### src/rtl/pmrdp_pkg.sv
// ****************************************************************
// Shared constants and types of the MAC data port
// ****************************************************************
package pmrdp_pkg;

    // ************************************************************
    // Timing
    // ************************************************************
    // Period of the system clock, 20 MHz
    localparam int unsigned CLK_PERIOD_NS = 50;
    // Heartbeat pulse length after a 10 Mb/s transmission
    localparam int unsigned HB_TIME_NS    = 1000;
    // Heartbeat length in clocks; "about one microsecond", so truncate
    localparam logic [4:0]  HB_CYC        = 5'(HB_TIME_NS / CLK_PERIOD_NS);

    // Clocks per interface half period (MII) or per dibit slot (RMII)
    localparam logic [3:0]  DIV_100       = 4'h1;
    // Ten times slower for 10 Mb/s, as 2.5 MHz is to 25 MHz
    localparam logic [3:0]  DIV_10        = 4'ha;

    // ************************************************************
    // Receive buffer shape and data handling
    // ************************************************************
    localparam int unsigned FIFO_WIDTH    = 5;
    localparam int unsigned FIFO_DEPTH    = 4;
    // Bit of a buffer word that flags a symbol or media error
    localparam int unsigned ERR_BIT       = 4;
    // Pattern xored into a nibble delivered with an error
    localparam logic [3:0]  CORRUPT_MASK  = 4'hf;
    // Receive data value while no data is valid
    localparam logic [3:0]  RXD_IDLE      = 4'h0;

    // ************************************************************
    // Transmit side states, Gray coded along idle-active-heartbeat
    // ************************************************************
    typedef enum logic [1:0] {
        PMRDP_TX_IDLE   = 2'b00,
        PMRDP_TX_ACTIVE = 2'b01,
        PMRDP_TX_HB     = 2'b11
    } pmrdp_tx_state_t;

    // Whole state of the port
    typedef struct packed {
        logic [3:0]      div_cnt;       // Rate divider
        logic            clk_ph;        // Phase of the MII clocks
        logic            tx_clk;        // Transmit clock pin
        logic            rx_clk;        // Receive clock pin
        pmrdp_tx_state_t tx_st;         // Transmit activity
        logic [4:0]      hb_cnt;        // Heartbeat length left
        logic            tx_hi;         // Next RMII dibit is the upper one
        logic [1:0]      tx_lo;         // Held lower RMII dibit
        logic            line_tx_valid; // Nibble strobe to the line side
        logic [3:0]      line_tx_data;  // Nibble to the line side
        logic            rx_hi;         // Next RMII dibit sent is the upper one
        logic            rx_dv;         // Receive data valid pin
        logic            rx_er;         // Receive error pin
        logic [3:0]      rxd;           // Receive data pins
        logic            crs;           // Carrier sense, or CRS_DV in RMII
        logic            col;           // Collision pin
    } pmrdp_state_t;

    localparam pmrdp_state_t PMRDP_STATE_RST = '0;

endpackage

### src/rtl/pmrdp_fifo.sv
`timescale 1ns/100ps
// ****************************************************************
// Small synchronous FIFO with valid/ready on both sides
// ****************************************************************
module pmrdp_fifo #(
    parameter int unsigned WIDTH = 5,
    parameter int unsigned DEPTH = 4
) (
    input  wire logic             clk,
    input  wire logic             rst,
    input  wire logic             in_valid,
    input  wire logic [WIDTH-1:0] in_data,
    output logic                  in_ready,
    output logic                  out_valid,
    output logic [WIDTH-1:0]      out_data,
    input  wire logic             out_ready
);

    // Depth must be a power of two so the pointers wrap by themselves
    localparam int unsigned AW = $clog2(DEPTH);

    typedef struct packed {
        logic [DEPTH-1:0][WIDTH-1:0] mem;    // Storage
        logic [AW-1:0]               wp;     // Write pointer
        logic [AW-1:0]               rp;     // Read pointer
        logic [AW:0]                 cnt;    // Words held
        logic                        room;   // Not full
        logic                        nempty; // Not empty
    } pmrdp_fifo_state_t;

    pmrdp_fifo_state_t s_q;   // Registered state
    pmrdp_fifo_state_t s_d;   // Next state
    logic              push;  // Word accepted
    logic              pop;   // Word taken

    // ************************************************************
    // Next state
    // ************************************************************
    // Flags are registered from the next count, so ready is a flop
    always_comb begin
        s_d  = s_q;
        push = in_valid & s_q.room;
        pop  = out_ready & s_q.nempty;
        if (push) begin
            s_d.mem[s_q.wp] = in_data;
            s_d.wp          = s_q.wp + AW'(1);
        end
        if (pop) begin
            s_d.rp = s_q.rp + AW'(1);
        end
        if (push && !pop) begin
            s_d.cnt = s_q.cnt + (AW+1)'(1);
        end else if (pop && !push) begin
            s_d.cnt = s_q.cnt - (AW+1)'(1);
        end
        s_d.room   = (s_d.cnt != (AW+1)'(DEPTH));
        s_d.nempty = (s_d.cnt != '0);
    end

    // ************************************************************
    // State register
    // ************************************************************
    always_ff @(posedge clk) begin
        if (rst) begin
            s_q <= '0;
            s_q.room <= 1'b1;
        end else begin
            s_q <= s_d;
        end
    end

    assign in_ready  = s_q.room;
    assign out_valid = s_q.nempty;
    assign out_data  = s_q.mem[s_q.rp];

endmodule

### src/rtl/pmrdp_port.sv
`timescale 1ns/100ps
// Summary of operation
// - MII transmit clock at 25 or 2.5 MHz; here clk/2 or clk/20
// - RMII: interface clocks unused, reference times all
// - MII transmit nibbles taken on transmit clock
// - RMII transmit dibits taken on reference clock
// - MII receive clock at 25 or 2.5 MHz; here clk/2 or clk/20
// - MII receive nibbles, RX_DV only while valid
// - RMII data valid independent of carrier sense
// - MII 100 Mb/s: RX_ER on invalid symbol
// - RMII 100 Mb/s: RX_ER on error while valid
// - Receive error also corrupts delivered data
// - RMII receive data two bits on reference
// - MII CRS high while medium not idle
// - RMII CRS_DV merges carrier and data valid
// - MII half duplex: COL on simultaneous activity
// - 10 Mb/s heartbeat: COL pulse after transmit
// - Full duplex: COL low, no heartbeat
module pmrdp_port
    import pmrdp_pkg::*;
(
    input  wire logic       clk,           // Reference clock
    input  wire logic       rst,           // Synchronous reset
    // Mode selection
    input  wire logic       rmii_mode,     // Two-bit reduced mode
    input  wire logic       speed_100,     // 100 Mb/s, else 10 Mb/s
    input  wire logic       full_duplex,   // Full duplex operation
    input  wire logic       heartbeat_en,  // SQE test at 10 Mb/s
    // MAC side
    input  wire logic       tx_en,         // Transmit enable
    input  wire logic [3:0] txd,           // Transmit data
    output logic            tx_clk,        // MII transmit clock
    output logic            rx_clk,        // MII receive clock
    output logic            rx_dv,         // Receive data valid
    output logic            rx_er,         // Receive error
    output logic [3:0]      rxd,           // Receive data
    output logic            crs,           // Carrier sense or CRS_DV
    output logic            col,           // Collision
    // Line side, receive
    input  wire logic       line_carrier,  // Receive medium not idle
    input  wire logic       line_rx_valid, // Received nibble offered
    input  wire logic [3:0] line_rx_data,  // Received nibble
    input  wire logic       line_rx_err,   // Nibble had a bad symbol
    output logic            line_rx_ready, // Buffer has room
    // Line side, transmit
    output logic            line_tx_valid, // One-cycle nibble strobe
    output logic [3:0]      line_tx_data,  // Nibble to send
    output logic            line_tx_active // Transmission in progress
);

    // ************************************************************
    // Declarations
    // ************************************************************
    pmrdp_state_t          s_q;      // Registered state
    pmrdp_state_t          s_d;      // Next state
    logic [3:0]            div_lim;  // Clocks per tick at this speed
    logic                  tick;     // Divider wrap
    logic                  mii_rise; // MII clocks go high now
    logic                  slot;     // RMII dibit slot
    logic                  samp;     // Interface sampling instant
    logic                  hb_ok;    // Heartbeat wanted at end of frame
    logic                  half_mii; // COL may be driven at all
    logic                  fifo_rdy; // Buffer entry leaves this cycle
    logic                  fifo_vld; // Buffer holds a word
    logic [FIFO_WIDTH-1:0] fifo_out; // Oldest buffered word
    logic [3:0]            rx_nib;   // Nibble after corruption
    logic                  rx_bad;   // Oldest word carries an error
    logic [1:0]            rx_dib;   // RMII dibit to launch

    // ************************************************************
    // Receive buffer between line decoder and MAC pins
    // ************************************************************
    // The line side can run ahead of the interface clock by four
    // nibbles; beyond that it is held off through line_rx_ready.
    pmrdp_fifo #(
        .WIDTH (FIFO_WIDTH),
        .DEPTH (FIFO_DEPTH)
    ) u_rx_fifo (
        .clk       (clk),
        .rst       (rst),
        .in_valid  (line_rx_valid),
        .in_data   ({line_rx_err, line_rx_data}),
        .in_ready  (line_rx_ready),
        .out_valid (fifo_vld),
        .out_data  (fifo_out),
        .out_ready (fifo_rdy)
    );

    // ************************************************************
    // Rate ticks
    // ************************************************************
    // One counter serves both modes: MII half periods and RMII slots
    // happen to need the same spacing at each speed.
    always_comb begin
        div_lim  = speed_100 ? DIV_100 : DIV_10;
        tick     = (s_q.div_cnt == (div_lim - 4'h1));
        mii_rise = tick & ~s_q.clk_ph & ~rmii_mode;
        slot     = tick & rmii_mode;
        samp     = mii_rise | slot;
        hb_ok    = heartbeat_en & ~speed_100 & ~full_duplex;
        half_mii = ~rmii_mode & ~full_duplex;
    end

    // ************************************************************
    // Receive word shaping
    // ************************************************************
    // Data is spoiled as well as flagged, so a MAC that never looks
    // at RX_ER still fails the frame check.
    always_comb begin
        rx_bad = fifo_out[ERR_BIT];
        rx_nib = fifo_out[3:0];
        if (rx_bad) begin
            rx_nib = fifo_out[3:0] ^ CORRUPT_MASK;
        end
        rx_dib = s_q.rx_hi ? rx_nib[3:2] : rx_nib[1:0];
        // MII frees a word per nibble, RMII after its upper dibit
        fifo_rdy = samp & fifo_vld & (~rmii_mode | s_q.rx_hi);
    end

    // ************************************************************
    // Next state
    // ************************************************************
    always_comb begin
        s_d = s_q;

        // Strobe to the line side lasts one cycle
        s_d.line_tx_valid = 1'b0;

        // Divider and MII clock phase
        if (tick) begin
            s_d.div_cnt = 4'h0;
            s_d.clk_ph  = ~s_q.clk_ph;
        end else begin
            s_d.div_cnt = s_q.div_cnt + 4'h1;
        end

        // Clock pins; parked low in RMII where they have no use
        if (rmii_mode) begin
            s_d.tx_clk = 1'b0;
            s_d.rx_clk = 1'b0;
            s_d.clk_ph = 1'b0;
        end else begin
            s_d.tx_clk = s_d.clk_ph;
            // No recovery loop here; the receive clock shares the rate
            s_d.rx_clk = s_d.clk_ph;
        end

        // ********************************************************
        // Transmit path
        // ********************************************************
        if (samp && tx_en) begin
            if (!rmii_mode) begin
                // Whole nibble each rising transmit clock
                s_d.line_tx_valid = 1'b1;
                s_d.line_tx_data  = txd;
            end else if (!s_q.tx_hi) begin
                // Lower dibit first, hold it for its partner
                s_d.tx_lo = txd[1:0];
                s_d.tx_hi = 1'b1;
            end else begin
                s_d.line_tx_valid = 1'b1;
                s_d.line_tx_data  = {txd[1:0], s_q.tx_lo};
                s_d.tx_hi         = 1'b0;
            end
        end else if (samp) begin
            // Odd dibit at frame end is dropped
            s_d.tx_hi = 1'b0;
        end

        // Transmit activity and heartbeat
        unique case (s_q.tx_st)
            PMRDP_TX_IDLE: begin
                if (samp && tx_en) begin
                    s_d.tx_st = PMRDP_TX_ACTIVE;
                end
            end
            PMRDP_TX_ACTIVE: begin
                if (samp && !tx_en) begin
                    if (hb_ok && !rmii_mode) begin
                        // SQE test follows the end of every frame
                        s_d.tx_st  = PMRDP_TX_HB;
                        s_d.hb_cnt = HB_CYC;
                    end else begin
                        s_d.tx_st = PMRDP_TX_IDLE;
                    end
                end
            end
            PMRDP_TX_HB: begin
                if (samp && tx_en) begin
                    // A new frame cuts the heartbeat short
                    s_d.tx_st  = PMRDP_TX_ACTIVE;
                    s_d.hb_cnt = 5'h00;
                end else if (s_q.hb_cnt == 5'h01) begin
                    s_d.tx_st  = PMRDP_TX_IDLE;
                    s_d.hb_cnt = 5'h00;
                end else begin
                    s_d.hb_cnt = s_q.hb_cnt - 5'h01;
                end
            end
            default: begin
                // Unused code 10 returns to idle
                s_d.tx_st  = PMRDP_TX_IDLE;
                s_d.hb_cnt = 5'h00;
            end
        endcase

        // ********************************************************
        // Receive path
        // ********************************************************
        if (samp) begin
            if (fifo_vld) begin
                // Valid only while a buffered word is on the pins
                s_d.rx_dv = 1'b1;
                if (rmii_mode) begin
                    // Two bits wide, no relation to carrier state
                    s_d.rxd   = {2'b00, rx_dib};
                    s_d.rx_hi = ~s_q.rx_hi;
                    s_d.rx_er = rx_bad & speed_100;
                end else begin
                    s_d.rxd   = rx_nib;
                    s_d.rx_hi = 1'b0;
                    s_d.rx_er = rx_bad & speed_100;
                end
            end else begin
                s_d.rx_dv = 1'b0;
                s_d.rx_er = 1'b0;
                s_d.rxd   = RXD_IDLE;
                s_d.rx_hi = 1'b0;
            end
        end

        // ********************************************************
        // Carrier sense
        // ********************************************************
        if (!rmii_mode) begin
            // Follows the medium, not the receive clock
            s_d.crs = line_carrier;
        end else if (slot) begin
            // Carrier, or data still draining from the buffer
            s_d.crs = line_carrier | fifo_vld;
        end

        // ********************************************************
        // Collision
        // ********************************************************
        // RMII has no collision pin duty; the MAC works it out
        if (!half_mii) begin
            s_d.col = 1'b0;
        end else begin
            s_d.col = ((s_d.tx_st == PMRDP_TX_ACTIVE) & line_carrier)
                    | (s_d.tx_st == PMRDP_TX_HB);
        end
    end

    // ************************************************************
    // State register
    // ************************************************************
    always_ff @(posedge clk) begin
        if (rst) begin
            s_q <= PMRDP_STATE_RST;
        end else begin
            s_q <= s_d;
        end
    end

    // ************************************************************
    // Outputs, each a field of the state register except line_tx_active, decoded from tx_st
    // ************************************************************
    assign tx_clk         = s_q.tx_clk;
    assign rx_clk         = s_q.rx_clk;
    assign rx_dv          = s_q.rx_dv;
    assign rx_er          = s_q.rx_er;
    assign rxd            = s_q.rxd;
    assign crs            = s_q.crs;
    assign col            = s_q.col;
    assign line_tx_valid  = s_q.line_tx_valid;
    assign line_tx_data   = s_q.line_tx_data;
    assign line_tx_active = (s_q.tx_st == PMRDP_TX_ACTIVE);

endmodule

### config.mk
export PLATFORM = sky130hd
export DESIGN_NAME = pmrdp_port
export DESIGN_NICKNAME = d
export VERILOG_FILES = /design/src/rtl/pmrdp_pkg.sv /design/src/rtl/pmrdp_fifo.sv /design/src/rtl/pmrdp_port.sv
export SDC_FILE = /design/constraint.sdc
export NUM_CORES = 1
export LEC_CHECK = 0
export BUFFER_PORTS_ARGS = -buffer_cell sky130_fd_sc_hd__buf_4
export CAP_MARGIN = 40
export CORE_ASPECT_RATIO = 1.75
export CORE_UTILIZATION = 45
export DETAILED_ROUTE_END_ITERATION = 12
export GPL_TIMING_DRIVEN = 0
export SLEW_MARGIN = 15
export SYNTH_ARGS = -nofsm -noshare
export SYNTH_HDL_FRONTEND = slang
export SYNTH_SLANG_ARGS = --single-unit
### constraint.sdc
create_clock -name clk -period 3.9 [get_ports clk]
set_input_delay 0.195 -clock clk [delete_from_list [all_inputs] [get_ports clk]]
set_output_delay 0.195 -clock clk [all_outputs]
set_load 0.02 [all_outputs]
==> results of run 1 <==
[power groups by stage]
stage	Combinational [µW]	Clock, µW	Sequential (µW)
finish	263	522	664
floorplan	185	0	672
detailed placement	263	0	677
global placement	259	0	675
CTS	264	536	663
global route	292	563	670
[per-stage QoR]
step	hold WS [ns]	power (µW)	area (µm²)	std cells	setup WS, ns
after floorplan	0.342	857	2870	328	2.02
after global placement	0.442	935	3230	442	1.83
after detailed placement	0.446	940	3230	442	1.83
after CTS	0.104	1460	3420	458	1.79
after global routing	0.135	1520	3420	458	1.65
final	0.110	1450	3420	458	1.80
[metal layers]
metal  part of all wire [%]  vias to the layer above  wire length (µm)
met3                    3.8                       14               244
li1                       -                     1242                 -
met2                     54                       45              3490
met5                      0                        -                 0
met1                     40                     1135              2570
met4                    2.5                        0               161
[critical path, stage by stage, from the launching register on]
cell and delay (ns):
dfxtp_1 0.40, or2_0 0.32, a221oi_4 0.12, a211oi_1 0.63, a21oi_1 0.17, a2111oi_2 0.35
[synth_stat cells, types with 4 or more instances]
master    count
a21oi_1      39
a311oi_2      4
buf_4         9
clkbuf_1      8
dfxtp_1      58
ha_1          9
inv_1         8
mux2i_1      14
nand2_1      51
nand3_1      26
nand4_1       4
nor2_1       20
nor3_1       10
o21ai_0       4
xnor2_1       7
xor2_1        4
[logic make-up after synthesis]
family          share of synthesized area (%)
compound gates                           15.8
xor+xnor                                 3.36
fa+ha+maj                                3.92
buf+inv                                  5.93
flops                                    40.5
mux                                      8.02
simple gates                             22.5
[path summary, 6_finish.rpt]
| path | startpoint | cells after the start | slack, ns | endpoint |
|---|---|---|---|---|
| worst min register to register | rxd[2]$_SDFFE_PP0N_ | 2 | 0.45 | rxd[2]$_SDFFE_PP0N_ |
| worst max register to register | s_q[29]$_SDFF_PP0_ | 5 | 1.80 | s_q[19]$_SDFFE_PP0P_ |
| worst min-delay path | txd[0] | 3 | 0.11 | s_q[14]$_SDFFE_PP0P_ |
| worst max-delay path | s_q[29]$_SDFF_PP0_ | 5 | 1.80 | s_q[19]$_SDFFE_PP0P_ |
[registers in the layout, indices dropped and copies added (netlist names), 4 cells and up]
name,count
u_rx_fifo.s_q,27
s_q,15
rxd,4
line_tx_data,4
[cell type report]
class | instances | area (µm²)
repair buffers | 34 | 255
flip-flops and latches | 58 | 1160
well taps | 80 | 100
multi-input cells | 238 | 1540
plain buffers | 23 | 136
clock buffers | 12 | 165
inverters | 9 | 33.8
clock inverters | 4 | 25.0
fillers | 628 | 2770
==> impl_metrics.yaml, run 1 <==
outcome:
  status: "completed"
synth:
  synth_top_area_cell: "dfxtp_1"
  async_flop_share_pct: 0
  ys.flop_type: "dfxtp_1"
  synthCells: 328
  synth.area.top_cells: "dfxtp_1, a21oi_1, nand2_1"
  ys_seq_area_share_pct: 40.5
  yosys_register_bits: 58
  syn_avg_cell_area_um2: 8.75
  yosysTopAreaCellShare_pct: 40.5
  yosysWarningCount: 0
  synth_edf_count: 0
  netlist_area_um2: 2870
  synth_nets: 355
  ys_types: 52
die:
  core.rowCount: 38
  pin_count: 35
  initial_core_util_pct: 46.4
  fp.dieH_um: 108
  die_w_um: 62.4
  die-area_um2: 6710
  coreArea_um2: 6180
global_routing:
  gr-total-overflow: 0
  grt_usage_pct: 20.9
  grt_max_degree: 11
  grt_pass1_vias: 2333
  busiest_layer: "met2"
  gr-usage-met2_pct: 39.8
  use_met3_pct: 5.08
  grt_pass1_wl_um: 10800
  grt_use_met1_pct: 20.3
  grt_antenna_before_repair: 0
drt:
  first_pass_iters: 4
  post-route-drc-count: 0
  wl_per_cell_um: 14.1
  routed-via-count: 2436
  drt-initial-drc-count: 96
  ant_nets: 0
  viasPerCell: 5.32
  wl_um: 6470
clock_tree:
  cts.clk_slew.worst_paths_ns: 0.07
  cts_resized: 0
  ctsHoldBuffers: 0
  cts_tree: "done"
  cts_setup_buffers: 0
  clock_path_buffers: 2
  ctsRootBufferMaster: "clkbuf_8"
  h-tree-depth: 3
  clock_sinks: 58
  clk_latency_ns: 0.34
  cts_buffers: 9
flow_run:
  drv_cap: 0
sta:
  rsz0062_at_grt: "false"
  fin_skew_ns: 0.00597
  period_needed_ns: 2.10
  slew_viol_final: 0
  max_freq_mhz: 477
  period_share_pct: 53.7
  setup_viol: 0
  max_slew.worst_pin.slew_ns: 0.692
  slew_headroom_pct: 53.9
  final-hold-violation-count: 0
  finalSetupTns_ns: 0
critical_path:
  path_class: "flip-flop to flip-flop"
  crit_arrival_ns: 2.33
  crit_fanout: 10
  start_kind: "flip-flop"
  worstSetupEndpointType: "flip-flop"
  cp.required_ns: 4.14
layout:
  layout.cells.most_common_list: "dfxtp_1, nand2_1, buf_4"
  drive_above_1_share_pct: 20.9
  mostFrequentLayoutCell: "dfxtp_1"
  antennaDiodeCount: 0
  syn_to_final_growth_pct: 19.0
  final_util_pct: 55.3
  nets: 400
power_and_ir_drop:
  clkPwrFrac_pct: 36.0
  p_int_uw: 1020
  switching_power_uw: 423
  switching_share_pct: 29.2
  power.leakage_uw: 0.00128
  combPwrFrac_pct: 18.1
  peakVddDrop_mv: 0.246
  powerDensity_nw_per_um2: 424
  seq_power_share_pct: 45.8
min_path:
  hp-class: "input port to flip-flop"
placed_design:
  portBuffers: 34
  gp_congestion: 0.786
  hpwlAfterDp_um: 4860
Power figures use the tool's default switching activity.
==> inputs of run 2 (changes only) <==
Clock period 3.9 ns to 2.2 ns, I/O delays scaled along.
==> run 2 against run 1 <==
Cell area grew 0.59%. Critical path depth stayed put. Combinational power increased by 80%. Power is 78% higher. Register-to-register slack got worse by 1.7 ns. Sequential share of layout area down 0.20 points. Maximum frequency increased by 0.72%. Critical endpoint is now u_rx_fifo.out_valid$_SDFF_PP0_. Die area unchanged. Worst hold slack worse by 0.083 ns. Largest cell class unchanged. First-iteration DRC count decreased by 10%.
==> impl_metrics.yaml, run 2 (synthesized netlist as in run 1, its figures left out) <==
global_routing:
  gr-usage-met2_pct: 39.8
  gr-total-overflow: 0
  grt_max_degree: 11
  busiest_layer: "met2"
  grt_antenna_before_repair: 0
  grt_use_met1_pct: 20.3
  grt_usage_pct: 20.9
  grt_pass1_wl_um: 10800
  grt_pass1_vias: 2333
  use_met3_pct: 5.08
layout:
  nets: 401
  drive_above_1_share_pct: 21.4
  regMostFlops: "u_rx_fifo.s_q"
  final_cells: 459
  syn_to_final_growth_pct: 19.7
  mostFrequentLayoutCell: "dfxtp_1"
  antennaDiodeCount: 0
  fillCellCount: 623
  layout.cells.most_common_list: "dfxtp_1, nand2_1, buf_4"
  largest_reg_flops: 27
  final_util_pct: 55.6
  reg.largest.list: "u_rx_fifo.s_q x27, s_q x15"
power_and_ir_drop:
  p_int_uw: 1820
  combPwrFrac_pct: 18.4
  clkPwrFrac_pct: 35.9
  powerDensity_nw_per_um2: 750
  peakVddDrop_mv: 0.442
  switching_share_pct: 29.4
  finalPower_uw: 2580
  seq_power_share_pct: 45.7
  power.leakage_uw: 0.00129
  switching_power_uw: 756
die:
  coreArea_um2: 6180
  die_w_um: 62.4
  core.rowCount: 38
  initial_core_util_pct: 46.4
  fp.dieH_um: 108
  pin_count: 35
  die-area_um2: 6710
drt:
  wl_um: 6650
  first_pass_iters: 4
  viasPerCell: 5.34
  post-route-drc-count: 0
  drt-initial-drc-count: 86
  ant_nets: 0
  routed-via-count: 2449
  wl_per_cell_um: 14.5
clock_tree:
  cts_buffers: 9
  h-tree-depth: 3
  clk_latency_ns: 0.34
  ctsHoldBuffers: 0
  ctsRootBufferMaster: "clkbuf_8"
  clock_sinks: 58
  cts.clk_slew.worst_paths_ns: 0.07
  cts_tree: "done"
  clock_path_buffers: 2
critical_path:
  cp_num_buf_inv: 0
  cpLargestDelayFamily: "multiplexers"
  worstSetupEndpointType: "flip-flop"
  cp_slowest_cell: "dfxtp_1"
  path_class: "flip-flop to flip-flop"
  start_kind: "flip-flop"
  crit_fanout: 8
  crit_chain: "nor2_1, o221ai_1, mux2i_1, mux2_2, o21bai_1"
  max_stage_delay_ns: 0.58
  cp.required_ns: 2.41
  crit_arrival_ns: 2.29
placed_design:
  dp_cells: 442
  portBuffers: 34
  gp_congestion: 0.786
  preCtsSetupSlack_ns: 0.128
  hpwlAfterDp_um: 4860
outcome:
  status: "completed"
sta:
  final-hold-violation-count: 0
  finalWorstSetupSlack_ns: 0.120
  fin_skew_ns: 0.00668
  slew_viol_final: 0
  period_needed_ns: 2.08
  max_slew.worst_pin.slew_ns: 0.684
  timing.hold.ws_ns: 0.0266
  setup_viol: 0
  rsz0062_at_grt: "true"
  slew_headroom_pct: 54.4
  max_freq_mhz: 481
  period_share_pct: 94.6
flow_run:
  drv_cap: 0
min_path:
  hp-class: "input port to flip-flop"
run 2: final timing paths:
kind / start / endpoint / slack [ns] / depth (start not counted)
worst max-delay path: rx_clk$_SDFFE_PP0N_ / u_rx_fifo.out_valid$_SDFF_PP0_ / 0.12 / 5
worst min-delay path: txd[0] / s_q[14]$_SDFFE_PP0P_ / 0.03 / 3
worst max register to register: rx_clk$_SDFFE_PP0N_ / u_rx_fifo.out_valid$_SDFF_PP0_ / 0.12 / 5
worst min register to register: rxd[2]$_SDFFE_PP0N_ / rxd[2]$_SDFFE_PP0N_ / 0.45 / 2
run 2: power by group through the flow:
stage	clock network [µW]	logic, µW	registers, µW
6_report	925	474	1180
2_1_floorplan	0	328	1190
5_1_grt	998	526	1190
3_3_place_gp	0	460	1200
4_1_cts	951	468	1180
3_5_place_dp	0	466	1200
run 2: area by class of cell:
| class | instances | area (µm²) | share of cell area (%) |
|---|---|---|---|
| timing repair buffer | 34 | 255 | 7.43 |
| inverter | 9 | 33.8 | 0.983 |
| buffer | 23 | 136 | 3.97 |
| sequential | 58 | 1160 | 33.8 |
| clock buffer | 12 | 165 | 4.81 |
| tap | 80 | 100 | 2.91 |
| clock inverter | 4 | 25.0 | 0.728 |
| multi-input combinational | 239 | 1560 | 45.4 |
run 2: routing by layer:
metal,up-vias,share of wire (%)
li1,1250,-
met1,1136,39
met2,47,54
met3,16,3.7
met4,0,3.0
met5,-,0
run 2: metrics by stage:
stage	area (µm²)	TNS, ns
finish	3440	0
global route	3440	-0.00570
CTS	3420	0
detailed placement	3230	0
global placement	3230	0
floorplan	2870	0
run 2: what timing repair did:
item	in CTS	in global routing
setup endpoints to repair	0	4
setup buffers	0	0
resized for setup	0	1
run 2: tightest hold or removal path, delay by kind of cell:
kind	cells	cell delay, ns
buf+inv	1	0.09
simple gates	1	0.07
mux	1	0.06
